`src/rtl/refcfg_pkg.sv`:
```
// Shared constants of the reference-pulse, datapath and LVDS config block.
// Assumes a 32-bit AXI4-Lite port with one register per aligned word.
package refcfg_pkg;
   localparam int unsigned ADDR_W = 12;
   localparam int unsigned POS_W  = 16;
   localparam int unsigned WIN_W  = 32;
   localparam int unsigned SMP_W  = 12;

   // ----------------------------------------------------------------
   // Register indices (byte address is four times the index)
   // ----------------------------------------------------------------
   localparam logic [9:0] IDX_CTRL   = 10'h080;
   localparam logic [9:0] IDX_POS    = 10'h090;
   localparam logic [9:0] IDX_DPEN   = 10'h100;
   localparam logic [9:0] IDX_CHCFG  = 10'h101;
   localparam logic [9:0] IDX_LVDS   = 10'h106;
   localparam logic [9:0] IDX_MISC   = 10'h108;
   localparam logic [9:0] IDX_SAMPLE = 10'h109;

   // ----------------------------------------------------------------
   // Field positions
   // ----------------------------------------------------------------
   localparam int unsigned CTRL_PROC_BIT   = 15;
   localparam int unsigned CTRL_SLEEP_BIT  = 13;
   localparam int unsigned CTRL_POSSEL_BIT = 8;
   localparam int unsigned CTRL_ZOOM_BIT   = 4;
   localparam int unsigned CTRL_SEL_LSB    = 0;
   localparam int unsigned CH_MODE_LSB     = 0;
   localparam int unsigned CH_SRCA_LSB     = 4;
   localparam int unsigned CH_SRCB_LSB     = 6;
   localparam int unsigned LV_RES_LSB      = 4;
   localparam int unsigned LV_LSBSYNC_BIT  = 0;
   localparam int unsigned MISC_DUAL_BIT   = 0;
   localparam int unsigned MISC_PERS_BIT   = 1;

   // ----------------------------------------------------------------
   // Reset values and writable masks
   // ----------------------------------------------------------------
   localparam logic [15:0] CTRL_RST   = 16'h2000;
   localparam logic [15:0] CTRL_WMASK = 16'hA11F;
   localparam logic [7:0]  DPEN_RST   = 8'h00;
   localparam logic [7:0]  DPEN_WMASK = 8'h01;
   localparam logic [7:0]  CHCFG_RST  = 8'h02;
   localparam logic [7:0]  CH_WMASK   = 8'hF3;
   localparam logic [7:0]  LVDS_RST   = 8'h00;
   localparam logic [7:0]  LV_WMASK   = 8'h71;

   // ----------------------------------------------------------------
   // Encodings
   // ----------------------------------------------------------------
   localparam logic [1:0] SRC_OFF  = 2'h0;
   localparam logic [1:0] SRC_LVDS = 2'h1;
   localparam logic [1:0] SRC_OSC  = 2'h2;
   localparam logic [1:0] SRC_REG  = 2'h3;
   localparam logic [1:0] RESP_OKAY   = 2'h0;
   localparam logic [1:0] RESP_SLVERR = 2'h2;
endpackage : refcfg_pkg

```
`src/rtl/refpulse_capture.sv`:
```
// Capture-position status: last edge or accumulated edges.
// Assumes window and edge pulse come from logic on clk.
module refpulse_capture
   import refcfg_pkg::*;
(
   input  wire logic             clk,
   input  wire logic             srst,
   input  wire logic             edgeSeen,
   input  wire logic             zoom,
   input  wire logic             persist,
   input  wire logic [WIN_W-1:0] window,
   output logic      [POS_W-1:0] position
);
   typedef struct packed {
      logic             persistPrev;
      logic [POS_W-1:0] pos;
   } state_s;

   state_s           st_q;
   state_s           st_d;
   logic [POS_W-1:0] pattern;

   // Coarse view takes every other tap, so it spans twice the time
   function automatic logic [POS_W-1:0] coarse(input logic [WIN_W-1:0] w);
      logic [POS_W-1:0] r;
      r = '0;
      for (int i = 0; i < POS_W; i++) begin
         r[i] = w[2*i+1];
      end
      return r;
   endfunction : coarse

   always_comb begin
      st_d = st_q;
      pattern = zoom ? window[23:8] : coarse(window);
      st_d.persistPrev = persist;
      if (persist && !st_q.persistPrev) begin
         st_d.pos = edgeSeen ? pattern : '0;
      end else if (edgeSeen) begin
         st_d.pos = persist ? (st_q.pos | pattern) : pattern;
      end
   end

   always_ff @(posedge clk) begin
      if (srst) begin
         st_q <= '0;
      end else begin
         st_q <= st_d;
      end
   end

   assign position = st_q.pos;
endmodule : refpulse_capture

```
`src/rtl/lane_format.sv`:
```
// Per-channel source select, LVDS word width, sync pick, sample hold.
// Assumes LVDS word and oscillator sample arrive on clk.
module lane_format
   import refcfg_pkg::*;
(
   input  wire logic             clk,
   input  wire logic             srst,
   input  wire logic             run,
   input  wire logic [1:0]       srcA,
   input  wire logic [1:0]       srcB,
   input  wire logic [2:0]       resolution,
   input  wire logic             lsbSync,
   input  wire logic             dualClock,
   input  wire logic             syncNLevel,
   input  wire logic [SMP_W-1:0] lvdsWord,
   input  wire logic [SMP_W-1:0] oscSample,
   input  wire logic [SMP_W-1:0] regSample,
   output logic      [SMP_W-1:0] sampleA,
   output logic      [SMP_W-1:0] sampleB,
   output logic                  syncStrobe,
   output logic                  powerDownA,
   output logic                  powerDownB
);
   typedef struct packed {
      logic             hold;
      logic [SMP_W-1:0] smpA;
      logic [SMP_W-1:0] smpB;
      logic             sync;
      logic             pdA;
      logic             pdB;
   } state_s;

   state_s           st_q;
   state_s           st_d;
   logic [SMP_W-1:0] lw;

   // Narrow words are MSB aligned; unused low bits forced to zero
   function automatic logic [SMP_W-1:0] resMask(input logic [2:0] r);
      case (r)
         3'h0:    return 12'hFFF;
         3'h1:    return 12'hFFE;
         3'h2:    return 12'hFFC;
         3'h3:    return 12'hFF8;
         default: return 12'hFF0;
      endcase
   endfunction : resMask

   function automatic logic [SMP_W-1:0] pick(input logic [1:0] s,
      input logic [SMP_W-1:0] l, input logic [SMP_W-1:0] o,
      input logic [SMP_W-1:0] g);
      case (s)
         SRC_LVDS: return l;
         SRC_OSC:  return o;
         SRC_REG:  return g;
         default:  return '0;
      endcase
   endfunction : pick

   always_comb begin
      st_d = st_q;
      lw = lvdsWord & resMask(resolution);
      st_d.pdA = (srcA == SRC_OFF);
      st_d.pdB = (srcB == SRC_OFF);
      if (!run) begin
         st_d.hold = 1'b0;
         st_d.smpA = '0;
         st_d.smpB = '0;
         st_d.sync = 1'b0;
      end else begin
         st_d.sync = lsbSync ? lvdsWord[0] : ~syncNLevel;
         if (!dualClock || !st_q.hold) begin
            st_d.smpA = pick(srcA, lw, oscSample, regSample);
            st_d.smpB = pick(srcB, lw, oscSample, regSample);
         end
         st_d.hold = dualClock & ~st_q.hold;
      end
   end

   always_ff @(posedge clk) begin
      if (srst) begin
         st_q <= '0;
         st_q.pdA <= 1'b1;
         st_q.pdB <= 1'b1;
      end else begin
         st_q <= st_d;
      end
   end

   assign sampleA    = st_q.smpA;
   assign sampleB    = st_q.smpB;
   assign syncStrobe = st_q.sync;
   assign powerDownA = st_q.pdA;
   assign powerDownB = st_q.pdB;
endmodule : lane_format

```
`src/rtl/sysref_datapath_lvds_config.sv`:
```
// Register bank for reference-pulse capture, datapath run, channel
// sources and LVDS input format, reached over AXI4-Lite.
// Assumes one clock; the pulse and sync pins are asynchronous.
//
// Summary of operation
// Receiver sleep resets set; clear wakes receiver
// Software drops processing before setting sleep
// Position source select written zero only
// Zoom refines status and delay step
// Four-bit field selects capture delay
// Read-only 16-bit capture position, resets zero
// Persistence accumulates edges, else last edge
// Run bit clear holds datapath reset
// Run set only after full configuration
// Run rises only with fuses loaded, oscillator off
// Channel config changed only while stopped
// No four-bank mode with dual clock
// Bank mode, dual clock limit converter rate
// Source field: off, LVDS, oscillator, register
// Bank mode one, two, four banks
// Resolution field sets LVDS word width
// LSB strobe replaces dedicated sync input
// Processing enable passes pulse edges inward
// Dual clock holds samples two clocks
// Reserved bits read zero, do nothing
//
// Chosen here: register access over AXI4-Lite.
module sysref_datapath_lvds_config
   import refcfg_pkg::*;
(
   input  wire logic              clk,
   input  wire logic              srst,
   input  wire logic [ADDR_W-1:0] awaddr,
   input  wire logic              awvalid,
   output logic                   awready,
   input  wire logic [31:0]       wdata,
   input  wire logic [3:0]        wstrb,
   input  wire logic              wvalid,
   output logic                   wready,
   output logic [1:0]             bresp,
   output logic                   bvalid,
   input  wire logic              bready,
   input  wire logic [ADDR_W-1:0] araddr,
   input  wire logic              arvalid,
   output logic                   arready,
   output logic [31:0]            rdata,
   output logic [1:0]             rresp,
   output logic                   rvalid,
   input  wire logic              rready,
   input  wire logic              refPulsePin,
   input  wire logic [WIN_W-1:0]  edgeWindow,
   input  wire logic              lvdsSyncNPin,
   input  wire logic [SMP_W-1:0]  lvdsWord,
   input  wire logic [SMP_W-1:0]  oscSample,
   output logic                   refpulseReceiverSleep,
   output logic                   positionSourceSelect,
   output logic [4:0]             captureDelayTap,
   output logic                   datapathReset,
   output logic [3:0]             lvdsBankEnable,
   output logic [2:0]             rateLimitClass,
   output logic [SMP_W-1:0]       sampleA,
   output logic [SMP_W-1:0]       sampleB,
   output logic                   syncStrobe,
   output logic                   channelAPowerDown,
   output logic                   channelBPowerDown
);
   // ----------------------------------------------------------------
   // State
   // ----------------------------------------------------------------
   typedef struct packed {
      logic              awRdy;
      logic [ADDR_W-1:0] awAddr;
      logic              wRdy;
      logic [31:0]       wData;
      logic [3:0]        wStrb;
      logic              bValid;
      logic [1:0]        bResp;
      logic              arRdy;
      logic              rValid;
      logic [31:0]       rData;
      logic [1:0]        rResp;
      logic [15:0]       ctrl;
      logic [7:0]        dpEn;
      logic [7:0]        chCfg;
      logic [7:0]        lvdsCfg;
      logic [1:0]        misc;
      logic [SMP_W-1:0]  regSample;
      logic [1:0]        pulseSync;
      logic [1:0]        syncNSync;
      logic              pulsePrev;
      logic              edgeSeen;
      logic [4:0]        delayTap;
      logic              dpReset;
      logic [3:0]        bankEn;
      logic [2:0]        rateClass;
   } state_s;

   state_s           st_q;
   state_s           st_d;
   logic [POS_W-1:0] capturePos;
   logic [32:0]      wrCur;
   logic [32:0]      rdCur;
   logic [31:0]      merged;
   logic [9:0]       wIdx;
   logic             procEn;
   logic             sleepBit;
   logic             zoomBit;
   logic [3:0]       selField;

   // ----------------------------------------------------------------
   // Helpers
   // ----------------------------------------------------------------
   // Returns {hit, data}; reserved bits are never stored, so read zero
   function automatic logic [32:0] regRead(input logic [9:0] idx,
      input state_s s, input logic [POS_W-1:0] pos);
      if (idx == IDX_CTRL) begin
         return {1'b1, 16'h0000, s.ctrl};
      end else if (idx == IDX_POS) begin
         return {1'b1, 16'h0000, pos};
      end else if (idx == IDX_DPEN) begin
         return {1'b1, 24'h000000, s.dpEn};
      end else if (idx == IDX_CHCFG) begin
         return {1'b1, 24'h000000, s.chCfg};
      end else if (idx == IDX_LVDS) begin
         return {1'b1, 24'h000000, s.lvdsCfg};
      end else if (idx == IDX_MISC) begin
         return {1'b1, 30'h00000000, s.misc};
      end else if (idx == IDX_SAMPLE) begin
         return {1'b1, 20'h00000, s.regSample};
      end else begin
         return {1'b0, 32'h00000000};
      end
   endfunction : regRead

   function automatic logic [31:0] byteMerge(input logic [31:0] old,
      input logic [31:0] nw, input logic [3:0] strb);
      logic [31:0] r;
      r = old;
      for (int b = 0; b < 4; b++) begin
         if (strb[b]) begin
            r[8*b +: 8] = nw[8*b +: 8];
         end
      end
      return r;
   endfunction : byteMerge

   // Reserved mode enables no banks rather than guessing a width
   function automatic logic [3:0] bankMap(input logic [1:0] m);
      case (m)
         2'h0:    return 4'h1;
         2'h1:    return 4'h3;
         2'h2:    return 4'hF;
         default: return 4'h0;
      endcase
   endfunction : bankMap

   assign procEn   = st_q.ctrl[CTRL_PROC_BIT];
   assign sleepBit = st_q.ctrl[CTRL_SLEEP_BIT];
   assign zoomBit  = st_q.ctrl[CTRL_ZOOM_BIT];
   assign selField = st_q.ctrl[CTRL_SEL_LSB +: 4];
   assign wIdx     = st_q.awAddr[ADDR_W-1:2];

   // ----------------------------------------------------------------
   // Next state
   // ----------------------------------------------------------------
   always_comb begin
      st_d = st_q;
      wrCur = regRead(wIdx, st_q, capturePos);
      rdCur = regRead(araddr[ADDR_W-1:2], st_q, capturePos);
      merged = byteMerge(wrCur[31:0], st_q.wData, st_q.wStrb);

      // Pins cross in two flops before any edge logic sees them
      st_d.pulseSync = {st_q.pulseSync[0], refPulsePin};
      st_d.syncNSync = {st_q.syncNSync[0], lvdsSyncNPin};
      st_d.pulsePrev = st_q.pulseSync[1];
      st_d.edgeSeen  = st_q.pulseSync[1] & ~st_q.pulsePrev
                       & procEn & ~sleepBit;

      // Address and data may arrive in either order
      if (st_q.awRdy && awvalid) begin
         st_d.awRdy  = 1'b0;
         st_d.awAddr = awaddr;
      end
      if (st_q.wRdy && wvalid) begin
         st_d.wRdy  = 1'b0;
         st_d.wData = wdata;
         st_d.wStrb = wstrb;
      end
      if (!st_q.awRdy && !st_q.wRdy && !st_q.bValid) begin
         st_d.awRdy  = 1'b1;
         st_d.wRdy   = 1'b1;
         st_d.bValid = 1'b1;
         st_d.bResp  = wrCur[32] ? RESP_OKAY : RESP_SLVERR;
         if (wIdx == IDX_CTRL) begin
            st_d.ctrl = merged[15:0] & CTRL_WMASK;
         end else if (wIdx == IDX_DPEN) begin
            st_d.dpEn = merged[7:0] & DPEN_WMASK;
         end else if (wIdx == IDX_CHCFG) begin
            st_d.chCfg = merged[7:0] & CH_WMASK;
         end else if (wIdx == IDX_LVDS) begin
            st_d.lvdsCfg = merged[7:0] & LV_WMASK;
         end else if (wIdx == IDX_MISC) begin
            st_d.misc = merged[1:0];
         end else if (wIdx == IDX_SAMPLE) begin
            st_d.regSample = merged[SMP_W-1:0];
         end
      end
      if (st_q.bValid && bready) begin
         st_d.bValid = 1'b0;
      end

      if (st_q.arRdy && arvalid) begin
         st_d.arRdy  = 1'b0;
         st_d.rValid = 1'b1;
         st_d.rData  = rdCur[31:0];
         st_d.rResp  = rdCur[32] ? RESP_OKAY : RESP_SLVERR;
      end
      if (st_q.rValid && rready) begin
         st_d.rValid = 1'b0;
         st_d.arRdy  = 1'b1;
      end

      // Zoom halves the delay step: coarse taps are even fine taps
      st_d.delayTap  = zoomBit ? {1'b0, selField}
                               : {selField, 1'b0};
      st_d.dpReset   = ~st_q.dpEn[0];
      st_d.bankEn    = bankMap(st_q.chCfg[CH_MODE_LSB +: 2]);
      // Rate limit holds whatever the sources are
      st_d.rateClass = {st_q.misc[MISC_DUAL_BIT],
                        st_q.chCfg[CH_MODE_LSB +: 2]};
   end

   always_ff @(posedge clk) begin
      if (srst) begin
         st_q          <= '0;
         st_q.awRdy    <= 1'b1;
         st_q.wRdy     <= 1'b1;
         st_q.arRdy    <= 1'b1;
         st_q.ctrl     <= CTRL_RST;
         st_q.dpEn     <= DPEN_RST;
         st_q.chCfg    <= CHCFG_RST;
         st_q.lvdsCfg  <= LVDS_RST;
         st_q.dpReset  <= 1'b1;
         st_q.bankEn   <= 4'hF;
         st_q.rateClass <= 3'h2;
      end else begin
         st_q <= st_d;
      end
   end

   // ----------------------------------------------------------------
   // Submodules
   // ----------------------------------------------------------------
   refpulse_capture u_capture (
      .clk      (clk),
      .srst     (srst),
      .edgeSeen (st_q.edgeSeen),
      .zoom     (zoomBit),
      .persist  (st_q.misc[MISC_PERS_BIT]),
      .window   (edgeWindow),
      .position (capturePos)
   );

   lane_format u_lane (
      .clk        (clk),
      .srst       (srst),
      .run        (st_q.dpEn[0]),
      .srcA       (st_q.chCfg[CH_SRCA_LSB +: 2]),
      .srcB       (st_q.chCfg[CH_SRCB_LSB +: 2]),
      .resolution (st_q.lvdsCfg[LV_RES_LSB +: 3]),
      .lsbSync    (st_q.lvdsCfg[LV_LSBSYNC_BIT]),
      .dualClock  (st_q.misc[MISC_DUAL_BIT]),
      .syncNLevel (st_q.syncNSync[1]),
      .lvdsWord   (lvdsWord),
      .oscSample  (oscSample),
      .regSample  (st_q.regSample),
      .sampleA    (sampleA),
      .sampleB    (sampleB),
      .syncStrobe (syncStrobe),
      .powerDownA (channelAPowerDown),
      .powerDownB (channelBPowerDown)
   );

   // ----------------------------------------------------------------
   // Outputs
   // ----------------------------------------------------------------
   assign awready               = st_q.awRdy;
   assign wready                = st_q.wRdy;
   assign bvalid                = st_q.bValid;
   assign bresp                 = st_q.bResp;
   assign arready               = st_q.arRdy;
   assign rvalid                = st_q.rValid;
   assign rdata                 = st_q.rData;
   assign rresp                 = st_q.rResp;
   assign refpulseReceiverSleep = sleepBit;
   assign positionSourceSelect  = st_q.ctrl[CTRL_POSSEL_BIT];
   assign captureDelayTap       = st_q.delayTap;
   assign datapathReset         = st_q.dpReset;
   assign lvdsBankEnable        = st_q.bankEn;
   assign rateLimitClass        = st_q.rateClass;
endmodule : sysref_datapath_lvds_config

```
`config.mk`:
```
export PLATFORM = sky130hd
export DESIGN_NAME = sysref_datapath_lvds_config
export DESIGN_NICKNAME = d
export VERILOG_FILES = /design/src/rtl/refcfg_pkg.sv /design/src/rtl/refpulse_capture.sv /design/src/rtl/lane_format.sv /design/src/rtl/sysref_datapath_lvds_config.sv
export SDC_FILE = /design/constraint.sdc
export NUM_CORES = 1
export LEC_CHECK = 0
export ABC_CLOCK_PERIOD_IN_PS = 2850
export BUFFER_PORTS_ARGS = -buffer_cell sky130_fd_sc_hd__buf_2
export CORE_ASPECT_RATIO = 0.9
export CORE_MARGIN = 2
export CORE_UTILIZATION = 53
export CTS_CLUSTER_DIAMETER = 120
export CTS_CLUSTER_SIZE = 24
export DETAILED_ROUTE_END_ITERATION = 7
export PLACE_DENSITY = 0.81
export SYNTH_ARGS = -nofsm -noshare
export SYNTH_HDL_FRONTEND = slang
export SYNTH_SLANG_ARGS = --single-unit
```
`constraint.sdc`:
```
create_clock -name clk -period 2.85 [get_ports clk]
set_clock_uncertainty 0.2 [all_clocks]
set_input_delay 0.57 -clock clk [delete_from_list [all_inputs] [get_ports clk]]
set_output_delay 0.57 -clock clk [all_outputs]
set_load 0.02 [all_outputs]
```
==> impl_metrics.yaml, run 1 <==
global_routing:
  grt_max_degree: 74
  grt_usage: 0.253
  antenna_found_initial: 0
  grt_pass1_vias: 5773
  grt_pass1_wl_mm: 29.3
  gr-total-overflow: 0
logic_synthesis:
  syn_avg_cell_area_um2: 8.54
  synth_top_cell_by_area: "dfxtp_1"
  syn-instance-count: 858
  synth_ff_type: "dfxtp_1"
  netlist.area_leader.share: 0.396
  ys_types: 69
  ys_seq_elements: 145
  netlist_area_um2: 7320
  synth_edf_count: 0
  ys_seq_area_frac: 0.396
  async_flop_share: 0
  ys_warn_count: 0
  ys_top_cells_by_area: "dfxtp_1 40%, buf_4 7.4%, mux2_2 6.0%"
timing:
  rsz0062_at_grt: "false"
  hold_slack_ns: 0.145
  fin_crit_ns: 2.29
  finalSetupTns_ns: 0
  finalCritPeriodShare: 0.803
  hold_viol: 0
  setup_viol: 0
  drv_slew: 0
  slew_headroom: 0.223
  tightestPinTransition_ns: 1.16
  max_freq_ghz: 0.437
floorplanning:
  row_count: 40
  fp.dieW_um: 128
  start_util: 0.546
  io_pins: 208
  fp.dieH_um: 116
  core_um2: 13400
  dieArea_um2: 14800
detailed_routing:
  drcViolationCount: 14
  via_per_inst: 5.73
  wl_per_cell_um: 16.9
  drt_iter0_drc: 763
  routed_wirelength_mm: 18.8
  postRouteAntennaNets: 0
  vias: 6374
  drtPass1Iterations: 8
clock_network:
  numCtsBuffers: 17
  cts_tree: "yes"
  htree_levels: 4
  cts-resized-gates: 0
  clockBufferDepth: 2
  root_buffer: "clkbuf_16"
  clock_latency_ns: 0.42
  clock_sinks: 145
  postCtsSetupRepairBufs: 0
  postCtsHoldBufs: 0
  clk_pin_slew_ns: 0.06
critical_path:
  cp-end-kind: "flop"
  path_class: "flop to flop"
  critPathArrivalTime_ns: 2.35
  required_ns: 2.91
  critPathMaxFanout: 30
  crit_path_start_kind: "flop"
layout:
  final.fill_count: 1194
  multi_input_area_um2: 3560
  antenna-diode-count: 0
  fin_nets: 1061
  final_core_util: 0.615
  seq_area_um2: 2900
  drive_gt1_frac: 0.274
  syn2layout_area_growth_pct: 12.6
outcome:
  violations: "design-rule violations"
  status: "complete, but fails checks"
place:
  port_buffers: 157
  hpwl_mm: 13.5
  place_congestion: 0.909
pwr:
  power_density_nw_per_um2: 565
  leakage_nw: 3.32
  vdd_ir_drop_max_mv: 0.441
worst_hold_path:
  min_path_type: "primary input to flop"
job:
  cap_viol_max_count: 0
-- report_power, final --
part | internal [W] | switching (W)
combinational | 0.000155 | 0.000236
sequential | 0.00207 | 0.0000369
clock | 0.00136 | 0.000801
total | 0.00359 | 0.00107
-- worst max-delay path: stages, from the launching register on --
cell and delay, ns:
dfxtp_1 0.74, nand2_1 0.71, o21ai_0 0.39, a21oi_1 0.07
-- final cells by class --
class / instances / area share
well taps: 168 / 0.0255
clock buffers: 24 / 0.0596
repair buffers: 174 / 0.113
flip-flops and latches: 145 / 0.352
multi-input cells: 576 / 0.431
clock inverters: 6 / 0.00971
inverters: 20 / 0.00911
-- cells in the final DEF, fill, tap and decap left out, types with 13 or more instances in the layout --
cell type    n
mux2_2      39
a22oi_1     28
buf_2      156
dfxtp_1    145
nor3_1      36
nand2_1     87
a21oi_1     54
inv_1       20
buf_4       17
clkbuf_16   17
nand3_1     16
mux2i_1     16
a211oi_1    13
conb_1      18
o21ai_0     29
a222oi_1    18
nor2_1      84
-- metrics by stage --
step	area, um2	power (W)	instances	worst slack [ns]
2_1_floorplan	7390	0.00243	875	0.783
5_1_grt	8240	0.00483	1113	0.371
6_report	8240	0.00466	1113	0.561
3_5_place_dp	7670	0.00253	1083	0.524
3_3_place_gp	7670	0.00253	1083	0.528
4_1_cts	8240	0.00468	1113	0.591
-- cells in the mapped netlist (11+ instances only) --
cell	n
nand2_1	87
a211oi_1	13
a21oi_1	54
dfxtp_1	145
nor2_1	84
mux2i_1	16
nand3_1	16
nor3_1	36
a222oi_1	18
nand2b_1	12
nand3b_1	12
nor2b_1	11
a22oi_1	28
o21ai_0	29
inv_1	20
mux2_2	39
buf_4	72
clkbuf_1	43
-- sequential cells by signal, indices dropped and copies added (netlist names), 4 cells and up --
signal and flops:
u_lane.sampleA 12, captureDelayTap 5, u_capture.position 16, st_q 52, u_lane.sampleB 12, st_d 6
selField 4, rdata 16
-- per-layer routing --
metal | GRT usage | up-vias | part of all wire
li1 | - | 3117 | -
met2 | 0.384 | 289 | 0.45
met3 | 0.0683 | 35 | 0.077
met5 | 0 | - | 0
met1 | 0.350 | 2933 | 0.46
met4 | 0.0872 | 0 | 0.019
-- path summary, 6_finish.rpt --
| path | start | end | slack (ns) | cells past startpoint |
|---|---|---|---|---|
| max reg2reg | u_lane.st_q[27] | u_lane.sampleB[0] | 0.56 | 3 |
| min reg2reg | st_d[16] | st_q[16] | 0.24 | 1 |
| max | u_lane.st_q[27] | u_lane.sampleB[0] | 0.56 | 3 |
| min | wvalid | wready | 0.15 | 2 |
-- cells by family after synthesis --
kind of cell / after synthesis / synth area share
compound gates: 191 / 0.177
fa+ha+maj: 2 / 0.00342
buf+inv: 154 / 0.127
flops: 145 / 0.396
mux: 55 / 0.0818
other cells: 1 / 0.000512
simple gates: 310 / 0.214
Power figures use the tool's default switching activity.
==> run 2: changes to the inputs <==
- ABC_CLOCK_PERIOD_IN_PS: 2850 -> 1900
- CORE_UTILIZATION: 53 -> 48
- PLACE_DENSITY: 0.81 -> 0.77
- clock period: 2.85 -> 1.9 ns (I/O delays scaled with it)
==> run 2 against run 1 <==
  * The flow finishes with violations (negative setup slack)
  * Sequential share of layout area decreased by 4.2 points
  * Register-to-register slack lost 0.62 ns
  * Clock power increased by 68%
  * Largest cell class unchanged
==> impl_metrics.yaml, run 2 (synthesis results as in run 1) <==
outcome:
  status: "complete, but fails checks"
  violations: "negative setup slack"
timing:
  hold_slack_ns: 0.00382
  rsz0062_at_grt: "true"
  layout_setup_ws_ns: -0.0556
  finalSetupTns_ns: -0.161
  drv_slew: 0
  slew_headroom: 0.522
  max_freq_ghz: 0.511
  hold_viol: 0
  tightestPinTransition_ns: 0.717
  finalCritPeriodShare: 1.03
  setup_viol: 6
  fin_crit_ns: 1.96
layout:
  regMostFlops: "st_q"
  final_cell_mix: "156 x buf_2, 135 x dfxtp_1, 87 x nand2_1, 81 x nor2_1, 77 x buf_4"
  final_core_util: 0.636
  fin_area_um2: 9430
  drive_gt1_frac: 0.364
  layout_commonest_cell: "buf_2"
  fin_nets: 1156
  antenna-diode-count: 0
  largest_reg_flops: 52
  syn2layout_area_growth_pct: 28.7
  final.fill_count: 1244
detailed_routing:
  routed_wirelength_mm: 21.4
  drtPass1Iterations: 7
  vias: 6962
  drcViolationCount: 0
  drt_iter0_drc: 684
  wl_per_cell_um: 17.3
  postRouteAntennaNets: 0
  via_per_inst: 5.61
clock_network:
  htree_levels: 4
  clock_sinks: 145
  clock_latency_ns: 0.43
  clk_pin_slew_ns: 0.06
  numCtsBuffers: 17
  clockBufferDepth: 2
  cts_tree: "yes"
  root_buffer: "clkbuf_16"
floorplanning:
  row_count: 42
  fp.dieW_um: 134
  io_pins: 208
  dieArea_um2: 16300
  fp.dieH_um: 121
  core_um2: 14800
  start_util: 0.494
pwr:
  power_density_nw_per_um2: 805
  leakage_nw: 3.85
  vdd_ir_drop_max_mv: 0.599
  power.total_w: 0.00759
worst_hold_path:
  min_path_type: "primary input to flop"
critical_path:
  crit_buf_inv: 2
  worst_path_largest_cell_delay_ns: 0.36
  crit_path_start_kind: "flop"
  crit_chain: "nor4b_4, buf_4, nand3_2, buf_6, nor3_4, nor2_1, a211oi_2"
  cp-end-kind: "flop"
  critPathMaxFanout: 8
  path_class: "flop to flop"
  crit_family: "simple AND/OR/NAND/NOR gates"
  required_ns: 2.04
  critPathArrivalTime_ns: 2.10
  critPathSlowestCell: "dfxtp_4"
global_routing:
  grt_usage: 0.253
  grt_pass1_wl_mm: 32.3
  grt_pass1_vias: 6391
  grt_max_degree: 53
  antenna_found_initial: 0
  gr-total-overflow: 0
place:
  hpwl_mm: 14.8
  place_congestion: 0.897
  place_area_um2: 8190
  port_buffers: 157
job:
  cap_viol_max_count: 0
## run 2: changes by cell type in the layout (fill, tap and decap cells not counted), moves of 5 or more
cell and change:
a211oi_1 -5, a211oi_2 +5, buf_4 +60, buf_6 +8, dfxtp_1 -10, dfxtp_2 +5
dfxtp_4 +5, dlygate4sd3_1 +21
## run 2: layout make-up
type	instances	area [um2]	area share
timing repair buffer	267	1760	0.187
clock buffer	18	429	0.0455
multi-input combinational	578	3780	0.401
clock inverter	14	211	0.0224
inverter	20	75.1	0.00796
tap	198	248	0.0263
sequential	145	2930	0.311
## run 2: repair_timing
action	in CTS	in global routing
endpoints found under the hold margin	21	0
gates resized for setup	13	53
endpoints found under the setup margin	29	52
hold buffers	21	0
pin swaps	2	24
cloned	0	3
buffers inserted	1	11
## run 2: where the power goes
group          total [W]  switching, W  internal (W)
registers        0.00315     0.0000541       0.00310
clock network    0.00363       0.00131       0.00233
logic           0.000799      0.000432      0.000367
## run 2: worst paths after layout
check                           cells after the start  slack (ns)      start          end
worst min register to register                      1        0.24   st_d[18]     st_d[14]
worst min-delay path                                3       0.004  awaddr[9]    st_q[158]
worst max-delay path                                7       -0.06  st_q[151]  selField[3]
worst max register to register                      7       -0.06  st_q[151]  selField[3]
## run 2: per-stage QoR
| step | setup WS [ns] | cells |
|---|---|---|
| finish | -0.0556 | 1240 |
| global route | -0.109 | 1240 |
| CTS | -0.0142 | 1226 |
| detailed placement | -0.0889 | 1172 |
| global placement | -0.0235 | 1172 |
| floorplan | -0.122 | 875 |
## run 2: worst register-to-register path: stages, from the launching register on
cell and delay [ns]:
dfxtp_4 0.36, nor4b_4 0.27, buf_4 0.17, nand3_2 0.09
buf_6 0.14, nor3_4 0.34, nor2_1 0.11, a211oi_2 0.20
## run 2: per-layer routing
metal,share of wire,global-route usage
met5,0,0
met4,0.031,0.0947
met3,0.092,0.0727
met2,0.46,0.395
met1,0.42,0.332
